`src/rtl/asg_pkg.sv`:
```
// Package for the converter status and general configuration registers
package asg_pkg;

  // ---------------------------------------------------------------
  // Register offsets
  // ---------------------------------------------------------------
  localparam logic [7:0] SYSTEM_STATUS_ADDR = 8'h00;
  localparam logic [7:0] GENERAL_CONFIG_ADDR = 8'h01;
  localparam logic [7:0] OUTPUT_DATA_CONFIG_ADDR = 8'h02;

  // ---------------------------------------------------------------
  // Reset values
  // ---------------------------------------------------------------
  localparam logic [7:0] SYSTEM_STATUS_RESET = 8'h81;
  localparam logic [7:0] GENERAL_CONFIG_RESET = 8'h00;
  localparam logic [7:0] OUTPUT_DATA_CONFIG_RESET = 8'h00;

  // ---------------------------------------------------------------
  // Status field positions
  // ---------------------------------------------------------------
  localparam int STAT_FIXED_ONE_BIT = 7;
  localparam int STAT_SEQ_BIT = 6;
  localparam int STAT_AVG_BIT = 3;
  localparam int STAT_FUSE_BIT = 2;
  localparam int STAT_CRC_BIT = 1;
  localparam int STAT_BOR_BIT = 0;

  // ---------------------------------------------------------------
  // General configuration field positions
  // ---------------------------------------------------------------
  localparam int GCFG_CRC_EN_BIT = 6;
  localparam int GCFG_STATS_BIT = 5;
  localparam int GCFG_WINDOW_BIT = 4;
  localparam int GCFG_ANALOG_BIT = 2;
  localparam int GCFG_CAL_BIT = 1;
  localparam int GCFG_SWRST_BIT = 0;
  localparam logic [7:0] GCFG_WRITABLE_MASK = 8'h76;

  // ---------------------------------------------------------------
  // Output data configuration field positions
  // ---------------------------------------------------------------
  localparam int DCFG_PATTERN_BIT = 7;
  localparam int DCFG_APPEND_LSB = 4;
  localparam int DCFG_FORMAT_LSB = 0;
  localparam logic [7:0] DCFG_WRITABLE_MASK = 8'hB3;

  // ---------------------------------------------------------------
  // Data path constants
  // ---------------------------------------------------------------
  localparam logic [11:0] FIXED_PATTERN_CODE = 12'hA5A;

  // Append field encodings
  localparam logic [1:0] APPEND_NONE = 2'h0;
  localparam logic [1:0] APPEND_CHANNEL_ID = 2'h1;
  localparam logic [1:0] APPEND_STATUS_FLAGS = 2'h2;
  localparam logic [1:0] APPEND_RESERVED = 2'h3;

  // Clock format encodings
  localparam logic [1:0] FORMAT_MODE0 = 2'h0;
  localparam logic [1:0] FORMAT_MODE1 = 2'h1;
  localparam logic [1:0] FORMAT_MODE2 = 2'h2;
  localparam logic [1:0] FORMAT_MODE3 = 2'h3;

  // ---------------------------------------------------------------
  // Carriers
  // ---------------------------------------------------------------
  typedef struct packed {
    logic crc_enable;
    logic statistics_enable;
    logic statistics_clear;
    logic window_compare_enable;
    logic window_compare_reset;
    logic force_all_analog;
    logic calibration_start;
    logic fixed_pattern_out;
    logic [1:0] append_select;
    logic [1:0] clock_format_select;
  } asg_ctrl_type;

  typedef struct packed {
    logic sequencer_running;
    logic averaging_done;
    logic powerup_check_fail;
    logic powerup_check_valid;
    logic incoming_check_fail;
    logic brownout_event;
    logic calibration_done;
  } asg_event_type;

endpackage

```
`src/rtl/asg_regs.sv`:
```
// Status, general configuration and output data configuration registers
`timescale 1ns/1ns
`default_nettype none

// Function
// - Status register at offset 0 resets to 0x81; bit 7 always reads one.
// - Status bit 6 reads the live sequencer running state.
// - Status bit 3 sets when averaging completes.
// - Writing one to status bit 3 clears the averaging flag.
// - Status bit 2 shows power-up check failure; re-evaluated after reset.
// - Status bit 1 sets on incoming CRC failure; write one clears.
// - While CRC error set, writes above offset 1 are dropped.
// - Status bit 0 resets to one, sets on brown-out, write one clears.
// - General config at offset 1 resets zero; bits 7 and 3 read-only.
// - General config bit 6 enables CRC append and incoming check.
// - Bit 5 low freezes statistics; setting it clears then updates them.
// - Bit 4 enables window comparator; zero disables and resets it.
// - Bit 2 forces all eight channels to analog inputs.
// - Writing bit 1 starts offset calibration; clears itself when done.
// - Writing bit 0 resets all registers, self-clears, sets brown-out flag.
// - Data config at offset 2 resets zero with pattern, append, format fields.
// - Pattern bit makes data reads return constant 0xA5A.
// - Append field: none, channel id, status flags, reserved.
// - Two-bit field selects clock polarity and phase format.
module asg_regs
  import asg_pkg::*;
(
  // Clock and reset
  input wire logic core_clk,
  input wire logic reset,
  // Register access from the serial interface
  input wire logic reg_write,
  input wire logic reg_read,
  input wire logic [7:0] reg_addr,
  input wire logic [7:0] reg_wdata,
  output logic [7:0] reg_rdata,
  output logic reg_rvalid,
  // Events from the converter core
  input wire asg_event_type core_events,
  // Data path conversion result
  input wire logic [11:0] conv_result,
  output logic [11:0] data_out,
  // Controls to the converter core
  output asg_ctrl_type core_ctrl,
  output logic soft_reset_pulse
);

  // ---------------------------------------------------------------
  // Decode
  // ---------------------------------------------------------------
  logic write_status;
  logic write_general;
  logic write_data_cfg;
  logic crc_error;
  logic avg_flag;
  logic bor_flag;
  logic fuse_fail_reg;
  logic seq_running_reg;
  logic [7:0] general_reg;
  logic [7:0] data_cfg_reg;
  logic soft_reset_reg;
  logic cal_busy_reg;
  logic stats_prev_reg;
  logic regs_reset;

  function automatic logic addr_hit(input logic [7:0] addr, input logic [7:0] target);
    addr_hit = (addr == target);
  endfunction

  assign write_status = reg_write && addr_hit(reg_addr, SYSTEM_STATUS_ADDR);
  assign write_general = reg_write && addr_hit(reg_addr, GENERAL_CONFIG_ADDR);
  assign write_data_cfg = reg_write && addr_hit(reg_addr, OUTPUT_DATA_CONFIG_ADDR)
                          && !crc_error;
  assign regs_reset = reset || soft_reset_reg;

  // ---------------------------------------------------------------
  // Sticky status flags
  // ---------------------------------------------------------------
  asg_w1c_flag #(.RESET_VALUE(1'b0)) u_avg_flag (
    .core_clk(core_clk),
    .reset(regs_reset),
    .set_pulse(core_events.averaging_done),
    .clear_pulse(write_status && reg_wdata[STAT_AVG_BIT]),
    .flag(avg_flag)
  );

  asg_w1c_flag #(.RESET_VALUE(1'b0)) u_crc_flag (
    .core_clk(core_clk),
    .reset(regs_reset),
    .set_pulse(core_events.incoming_check_fail && general_reg[GCFG_CRC_EN_BIT]),
    .clear_pulse(write_status && reg_wdata[STAT_CRC_BIT]),
    .flag(crc_error)
  );

  // Brown-out flag: soft reset restores its reset value of one
  asg_w1c_flag #(.RESET_VALUE(1'b1)) u_bor_flag (
    .core_clk(core_clk),
    .reset(regs_reset),
    .set_pulse(core_events.brownout_event),
    .clear_pulse(write_status && reg_wdata[STAT_BOR_BIT]),
    .flag(bor_flag)
  );

  // ---------------------------------------------------------------
  // Read-only live status
  // ---------------------------------------------------------------
  always_ff @(posedge core_clk) begin
    if (reset) begin
      seq_running_reg <= 1'b0;
    end else begin
      seq_running_reg <= core_events.sequencer_running;
    end
  end

  // Power-up check result latched on every valid strobe, cleared by reset
  always_ff @(posedge core_clk) begin
    if (regs_reset) begin
      fuse_fail_reg <= 1'b0;
    end else if (core_events.powerup_check_valid) begin
      fuse_fail_reg <= core_events.powerup_check_fail;
    end
  end

  // ---------------------------------------------------------------
  // General configuration
  // ---------------------------------------------------------------
  always_ff @(posedge core_clk) begin
    if (regs_reset) begin
      general_reg <= GENERAL_CONFIG_RESET;
    end else if (write_general) begin
      general_reg <= reg_wdata & GCFG_WRITABLE_MASK;
    end else if (core_events.calibration_done && !cal_busy_reg) begin
      general_reg[GCFG_CAL_BIT] <= 1'b0;
    end else if (core_events.calibration_done) begin
      general_reg[GCFG_CAL_BIT] <= 1'b0;
    end
  end

  // Calibration start pulse tracking
  always_ff @(posedge core_clk) begin
    if (regs_reset) begin
      cal_busy_reg <= 1'b0;
    end else if (write_general && reg_wdata[GCFG_CAL_BIT]) begin
      cal_busy_reg <= 1'b1;
    end else if (core_events.calibration_done) begin
      cal_busy_reg <= 1'b0;
    end
  end

  // Software reset: one-cycle pulse, bit reads zero
  always_ff @(posedge core_clk) begin
    if (reset) begin
      soft_reset_reg <= 1'b0;
    end else begin
      soft_reset_reg <= write_general && reg_wdata[GCFG_SWRST_BIT];
    end
  end

  // Statistics enable edge for clearing
  always_ff @(posedge core_clk) begin
    if (regs_reset) begin
      stats_prev_reg <= 1'b0;
    end else begin
      stats_prev_reg <= general_reg[GCFG_STATS_BIT];
    end
  end

  // ---------------------------------------------------------------
  // Output data configuration
  // ---------------------------------------------------------------
  always_ff @(posedge core_clk) begin
    if (regs_reset) begin
      data_cfg_reg <= OUTPUT_DATA_CONFIG_RESET;
    end else if (write_data_cfg) begin
      data_cfg_reg <= reg_wdata & DCFG_WRITABLE_MASK;
    end
  end

  // ---------------------------------------------------------------
  // Controls to the core
  // ---------------------------------------------------------------
  always_ff @(posedge core_clk) begin
    if (regs_reset) begin
      core_ctrl <= '0;
      core_ctrl.window_compare_reset <= 1'b1;
    end else begin
      core_ctrl.crc_enable <= general_reg[GCFG_CRC_EN_BIT];
      core_ctrl.statistics_enable <= general_reg[GCFG_STATS_BIT];
      core_ctrl.statistics_clear <= general_reg[GCFG_STATS_BIT] && !stats_prev_reg;
      core_ctrl.window_compare_enable <= general_reg[GCFG_WINDOW_BIT];
      core_ctrl.window_compare_reset <= !general_reg[GCFG_WINDOW_BIT];
      core_ctrl.force_all_analog <= general_reg[GCFG_ANALOG_BIT];
      core_ctrl.calibration_start <= write_general && reg_wdata[GCFG_CAL_BIT];
      core_ctrl.fixed_pattern_out <= data_cfg_reg[DCFG_PATTERN_BIT];
      core_ctrl.append_select <= data_cfg_reg[DCFG_APPEND_LSB +: 2];
      core_ctrl.clock_format_select <= data_cfg_reg[DCFG_FORMAT_LSB +: 2];
    end
  end

  always_ff @(posedge core_clk) begin
    if (reset) begin
      soft_reset_pulse <= 1'b0;
    end else begin
      soft_reset_pulse <= soft_reset_reg;
    end
  end

  // ---------------------------------------------------------------
  // Data path output
  // ---------------------------------------------------------------
  always_ff @(posedge core_clk) begin
    if (regs_reset) begin
      data_out <= '0;
    end else if (data_cfg_reg[DCFG_PATTERN_BIT]) begin
      data_out <= FIXED_PATTERN_CODE;
    end else begin
      data_out <= conv_result;
    end
  end

  // ---------------------------------------------------------------
  // Read back
  // ---------------------------------------------------------------
  function automatic logic [7:0] status_word(input logic seq, input logic avg,
                                             input logic fuse, input logic crc,
                                             input logic bor);
    logic [7:0] w;
    w = 8'h00;
    w[STAT_FIXED_ONE_BIT] = 1'b1;
    w[STAT_SEQ_BIT] = seq;
    w[STAT_AVG_BIT] = avg;
    w[STAT_FUSE_BIT] = fuse;
    w[STAT_CRC_BIT] = crc;
    w[STAT_BOR_BIT] = bor;
    status_word = w;
  endfunction

  always_ff @(posedge core_clk) begin
    if (reset) begin
      reg_rdata <= 8'h00;
      reg_rvalid <= 1'b0;
    end else begin
      reg_rvalid <= reg_read;
      if (reg_read) begin
        case (reg_addr)
          SYSTEM_STATUS_ADDR: begin
            reg_rdata <= status_word(seq_running_reg, avg_flag, fuse_fail_reg,
                                     crc_error, bor_flag);
          end
          GENERAL_CONFIG_ADDR: begin
            reg_rdata <= general_reg & GCFG_WRITABLE_MASK;
          end
          OUTPUT_DATA_CONFIG_ADDR: begin
            reg_rdata <= data_cfg_reg & DCFG_WRITABLE_MASK;
          end
          default: begin
            reg_rdata <= 8'h00;
          end
        endcase
      end
    end
  end

endmodule
`default_nettype wire

```
`src/rtl/asg_w1c_flag.sv`:
```
// Sticky flag with write-one-to-clear where a set beats a clear
`timescale 1ns/1ns
`default_nettype none
module asg_w1c_flag #(
  parameter logic RESET_VALUE = 1'b0
) (
  // Clock and reset
  input wire logic core_clk,
  input wire logic reset,
  // Control
  input wire logic set_pulse,
  input wire logic clear_pulse,
  // State
  output logic flag
);

  always_ff @(posedge core_clk) begin
    if (reset) begin
      flag <= RESET_VALUE;
    end else if (set_pulse) begin
      flag <= 1'b1;
    end else if (clear_pulse) begin
      flag <= 1'b0;
    end
  end

endmodule
`default_nettype wire
```
`config.mk`:
```
export PLATFORM = sky130hd
export DESIGN_NAME = asg_regs
export DESIGN_NICKNAME = d
export VERILOG_FILES = /design/src/rtl/asg_pkg.sv /design/src/rtl/asg_regs.sv /design/src/rtl/asg_w1c_flag.sv
export SDC_FILE = /design/constraint.sdc
export NUM_CORES = 1
export LEC_CHECK = 0
export BUFFER_PORTS_ARGS = -buffer_cell sky130_fd_sc_hd__buf_2
export CORE_MARGIN = 2
export CORE_UTILIZATION = 53
export CTS_BUF_LIST = sky130_fd_sc_hd__clkbuf_8
export CTS_CLUSTER_DIAMETER = 30
export DETAILED_ROUTE_END_ITERATION = 16
export HOLD_SLACK_MARGIN = 0.12
export PLACE_DENSITY = 0.95
export SETUP_SLACK_MARGIN = 0.1
export SYNTH_ARGS = -nofsm -noshare
export SYNTH_HDL_FRONTEND = slang
export SYNTH_HIERARCHICAL = 1
export SYNTH_SLANG_ARGS = --single-unit
```
`constraint.sdc`:
```
create_clock -name core_clk -period 1.85 [get_ports core_clk]
set_input_delay 0 -clock core_clk [delete_from_list [all_inputs] [get_ports core_clk]]
set_output_delay 0 -clock core_clk [all_outputs]
set_load 0.01 [all_outputs]
```
==> flow_summary.toml, run 1 <==
[setup_path]
worst-r2r-cell-count = 5
cp.required_ns = 2.07
slowest_delay_ns = 0.56
regToRegStartpoint = "soft_reset_reg"
critical-path-top-delay-family = "buffers and inverters"
reg2reg_to = "u_bor_flag/flag"
path_cells = "nor2_2, clkinv_1, nor2_1, o21ai_1, dlygate4sd3_1"
critPathLaunchType = "flop"
critPathKind = "flop to flop"
cpMaxStageDelayCell = "dlygate4sd3_1"
cp_data_arrival_time_ns = 1.96
cp_num_buf_inv = 2
crit_fanout = 11
reg2reg_slack_ns = 0.11
crit_start = "soft_reset_reg"
critPathCaptureType = "flop"

[floorplanning]
die-area_um2 = 3864
fp.coreArea_um2 = 3284
fp.dieH_um = 62.17
io_pins = 73
start_util = 0.5459
row_count = 21
die_x_um = 62.17

[global_route]
use_met1 = 0.3516
grt_pass1_vias = 2002
grt_max_degree = 17
antenna_found_initial = 0
gr-usage-met2 = 0.5666
grt_pass1_wl_um = 9791
grt-busiest-layer = "met2"
grt_remaining_overflow = 0
grtUsageMet3 = 0.1178
track_usage = 0.3315

[final_layout]
mostFrequentLayoutCell = "buf_2"
top_regs = "core_ctrl: 12 flops, data_out: 12 flops, reg_rdata: 8 flops"
drive_gt1_frac = 0.3092
area_delta_synth_final_pct = 57.36
num_antenna_cells = 0
design_area_um2 = 2821
layout.nets = 342
most-common-layout-cells = "buf_2, dfxtp_1, dlygate4sd3_1, nor2_1, nand2_1"
fin_cells = 350

[sta]
setup_viol = 0
relSlewSlack = 0.6758
tns_ns = 0
fmax_mhz = 575.5
rsz0062_at_grt = "true"
fin_worst_skew_ns = 0.01038
worst_slack_ns = 0.1124
fin_crit_ns = 1.738
finalCritPeriodShare = 0.9392
tightest_slew_ns = 0.4848
slew_violations = 0
hold_viol_final = 0

[route]
drt_iter0_drc = 109
routedWlPerCell_um = 17.30
viasPerCell = 5.331
vias = 1866
first_pass_iters = 7
drcViolationCount = 0
drt-total-wl_um = 6054
drtAntennaViolNets = 0

[worst_hold_path]
hold_end = "reg_rvalid"
hp-class = "input port to flop"
min_path_cells = 3
hold_start = "reset"

[synthesis]
synth-seq-area-share = 0.5583
ys_ff_latch = 50
synth_cells = 178
syn-num-nets = 217
ys_types = 25
synth.avg_cell_area_um2 = 10.07
synth_area_um2 = 1793
synth_area_leaders = "dfxtp_1, mux2i_1, nand2b_1"
yosys_warnings = 6
netlist.area_leader.share = 0.5583
yosysTopAreaCell = "dfxtp_1"

[placed_design]
placed_cells = 292
routabilityCongestion = 0.8559
pre_cts_slack_ns = 0.5280
port_buffers = 72
dp_hpwl_um = 2796
place_area_um2 = 2200

[clock_network]
htreeDepth = 2
numClockSinks = 50
numCtsBuffers = 5
cts_tree = "yes"
clk_pin_slew_worst_paths_ns = 0.10
clk_latency_ns = 0.32
cts_max_path_buffers = 2
clock-root-buffer = "clkbuf_8"

[power_and_ir_drop]
peakVddDrop_uv = 638.4
leakagePower_nw = 1.435
cellPowerDensity_nw_per_um2 = 747.3

[status]
status = "complete, no violations"

[job]
cap_viol_max_count = 0
==> worst max-delay path by stage <==
stage	endpoint	slack, ns	cells after the start
4_1_cts	data_cfg_reg[4]	0.16	6
3_3_place_gp	u_avg_flag/flag	0.62	6
6_report	u_bor_flag/flag	0.11	5
5_1_grt	u_bor_flag/flag	0.05	5
2_1_floorplan	data_out[0]	0.62	4
3_5_place_dp	reg_rdata[1]	0.53	5
==> cell families (layout without fill, tap and decap cells) <==
family                 count (synthesis)  count (layout)  share of synthesized area
and+or+nand+nor                       79              79                     0.2575
DFF                                   50              50                     0.5583
buffers and inverters                 20             146                    0.04397
AOI/OAI and AO/OA                     14              14                    0.05443
muxes                                 15              15                    0.08584
==> power breakdown <==
part	internal (W)	switching (W)	total [W]
logic	0.000119	0.000105	0.000224
registers	0.00109	0.00000647	0.00110
clock network	0.000402	0.000381	0.000783
==> cells in the mapped netlist <==
| cell | number |
|---|---|
| a21oi_1 | 5 |
| a21oi_2 | 2 |
| a22oi_1 | 2 |
| a2bb2oi_1 | 1 |
| and2_1 | 9 |
| and4_1 | 3 |
| buf_4 | 1 |
| clkbuf_1 | 5 |
| clkinv_1 | 1 |
| dfxtp_1 | 50 |
| inv_1 | 13 |
| mux2_2 | 3 |
| mux2i_1 | 12 |
| nand2_1 | 18 |
| nand2b_1 | 12 |
| nand4_1 | 5 |
| nand4_4 | 2 |
| nor2_1 | 18 |
| nor2_2 | 2 |
| nor2b_1 | 7 |
| nor3_1 | 1 |
| nor3b_2 | 1 |
| nor4_4 | 1 |
| o21ai_1 | 1 |
| o32ai_1 | 3 |
==> metal layers <==
| layer | share of wire | up-vias |
|---|---|---|
| li1 | - | 828 |
| met1 | 0.36 | 868 |
| met2 | 0.50 | 124 |
| met3 | 0.086 | 46 |
| met4 | 0.056 | 0 |
| met5 | 0 | - |
==> tightest hold or removal path, cell delays in order <==
cell      delay, ns
buf_2          0.15
nand2b_1       0.22
inv_1          0.07
==> through the flow <==
stage / total power (W) / util / hold slack [ns]
2_1_floorplan: 0.001195 / - / 0.07161
3_3_place_gp: 0.001266 / 0.6697 / 0.2004
3_5_place_dp: 0.001270 / 0.6697 / 0.2072
4_1_cts: 0.002084 / 0.8568 / 0.1258
5_1_grt: 0.002167 / 0.8590 / 0.1608
6_report: 0.002109 / 0.8590 / 0.1623
==> area by class of cell <==
cell class / count / area [um^2]
Clock buffer: 5 / 68.82
Multi-Input combinational cell: 108 / 720.7
Sequential cell: 50 / 1001
Fill cell: 167 / 462.9
Inverter: 14 / 52.55
Clock inverter: 3 / 45.04
Timing Repair Buffer: 124 / 875.8
Tap cell: 46 / 57.56
==> timing repair <==
| action | CTS | global route |
|---|---|---|
| resized for setup | 0 | 2 |
| endpoints found under the hold margin | 38 | 0 |
| hold buffers | 50 | 0 |
| setup endpoints to repair | 0 | 7 |
| setup buffers | 0 | 0 |
(Power assumes the default switching activity.)
==> inputs of run 2 (changes only) <==
- CORE_UTILIZATION: 53 -> 36
- PLACE_DENSITY: 0.95 -> 0.65
- clock period: 1.85 -> 1.53 ns (I/O delays scaled with it)
==> run 2 against run 1 <==
Net effect:
- non-clock buffer count is 13 lower
- worst setup slack gained 0.057 ns
- sequential share of layout area is 1.8 points higher
- die area up 44%
- highest routed layer unchanged
==> flow_summary.toml, run 2 (synthesized netlist as in run 1, its figures left out) <==
[status]
status = "complete, no violations"

[sta]
finalCritPeriodShare = 0.8893
tns_ns = 0
worst_slack_ns = 0.1694
slew_violations = 0
rsz0062_at_grt = "false"
tightest_slew_ns = 0.3758
fin_crit_ns = 1.361
setup_viol = 0
hold_viol_final = 0
fmax_mhz = 734.9
fin_worst_skew_ns = 0.006191
relSlewSlack = 0.7490

[route]
viasPerCell = 4.321
first_pass_iters = 4
drt-total-wl_um = 4244
vias = 1547
drtAntennaViolNets = 0
routedWlPerCell_um = 11.85
drt_iter0_drc = 51
drcViolationCount = 0

[final_layout]
area_delta_synth_final_pct = 49.76
top_regs = "core_ctrl: 12 flops, data_out: 12 flops, reg_rdata: 8 flops"
multi_input_area_um2 = 718.2
layout.nets = 329
most-common-layout-cells = "buf_2, dfxtp_1, dlygate4sd3_1, nor2_1, nand2_1"
mostFrequentLayoutCell = "buf_2"
fillers = 454
num_antenna_cells = 0
seqCellArea_um2 = 1001
post-route-util = 0.5647
drive_gt1_frac = 0.3265

[setup_path]
cpMaxStageDelayCell = "dlygate4sd3_1"
cp_data_arrival_time_ns = 1.59
critPathLaunchType = "input port"
slowest_delay_ns = 0.59
critPathCaptureType = "flop"
critPathKind = "input port to flop"
crit_fanout = 3
path_cells = "dlygate4sd3_1, buf_2, nor2_2, dlygate4sd3_1, nand4_1, a21oi_1"
cp.required_ns = 1.76
path_common_cell = "dlygate4sd3_1"

[worst_hold_path]
hp-class = "input port to flop"

[clock_network]
clock-root-buffer = "clkbuf_8"
clk_pin_slew_worst_paths_ns = 0.08
cts_max_path_buffers = 2
htreeDepth = 2
numClockSinks = 50
clk_latency_ns = 0.29
numCtsBuffers = 5
cts_tree = "yes"

[global_route]
grt_remaining_overflow = 0
grt_max_degree = 15
antenna_found_initial = 0
grt_pass1_wl_um = 6492
track_usage = 0.1560
grt_pass1_vias = 1467

[power_and_ir_drop]
peakVddDrop_uv = 603.1
cellPowerDensity_nw_per_um2 = 870.0
leakagePower_nw = 1.367

[floorplanning]
io_pins = 73
die-area_um2 = 5561
die_x_um = 74.57
start_util = 0.3771
fp.coreArea_um2 = 4755
fp.dieH_um = 74.57
row_count = 25

[job]
cap_viol_max_count = 0

[placed_design]
port_buffers = 72
pre_cts_slack_ns = 0.3876
routabilityCongestion = 0.8089
dp_hpwl_um = 2930
[run 2: cell types whose count changed in the layout (fill, tap and decap cells not counted), sizes merged]
cell / change
dlygate4sd3: -16
inv: +1
clkinvlp: -2
clkinv: +1
clkbuf: +1
bufinv: -1
buf: +3
[run 2: layout make-up]
class | count | share of cell area
flip-flops and latches | 50 | 0.3728
clock inverters | 2 | 0.003262
inverters | 14 | 0.01957
clock buffers | 6 | 0.03075
repair buffers | 111 | 0.2749
well taps | 67 | 0.03122
multi-input cells | 108 | 0.2675
[run 2: worst max-delay path, delay by kind of cell]
family | cells | cell delay [ns]
AOI/OAI and AO/OA | 1 | 0.13
and+or+nand+nor | 2 | 0.20
buffers and inverters | 3 | 1.26
[run 2: path summary, 6_finish.rpt]
path | slack [ns] | cells past startpoint | startpoint | endpoint
max reg2reg | 0.21 | 4 | soft_reset_reg | data_cfg_reg[7]
min | 0.14 | 4 | reg_addr[0] | reg_rdata[7]
max | 0.17 | 6 | reg_addr[2] | reg_rdata[0]
min reg2reg | 0.41 | 1 | core_ctrl[10] | core_ctrl[9]
[run 2: repair_timing]
| action | CTS | global route |
|---|---|---|
| hold buffers | 34 | 0 |
| setup buffers | 0 | 0 |
| endpoints found under the hold margin | 37 | 0 |
| setup endpoints to repair | 0 | 2 |
| resized for setup | 0 | 1 |
[run 2: power breakdown]
| group | internal (W) | switching, W | leakage (nW) |
|---|---|---|---|
| Combinational | 0.000144 | 0.000108 | 0.907 |
| Clock | 0.000358 | 0.000395 | 0.0524 |
| Sequential | 0.00132 | 0.00000719 | 0.407 |
[run 2: routing by layer]
| metal | track usage | up-vias | share of wire |
|---|---|---|---|
| met5 | 0 | - | 0 |
| met4 | 0.05159 | 0 | 0.0057 |
| met3 | 0.04472 | 2 | 0.053 |
| met2 | 0.2635 | 40 | 0.49 |
| met1 | 0.1914 | 703 | 0.45 |
| li1 | - | 802 | - |
[run 2: per-stage QoR]
step | instances | cell area (um^2) | power (W) | hold slack [ns]
after floorplan | 178 | 1793 | 0.001445 | 0.07161
after global placement | 316 | 2248 | 0.001541 | 0.2018
after detailed placement | 316 | 2248 | 0.001543 | 0.2049
after CTS | 358 | 2680 | 0.002371 | 0.1237
after global routing | 358 | 2685 | 0.002455 | 0.1392
final | 358 | 2685 | 0.002336 | 0.1371
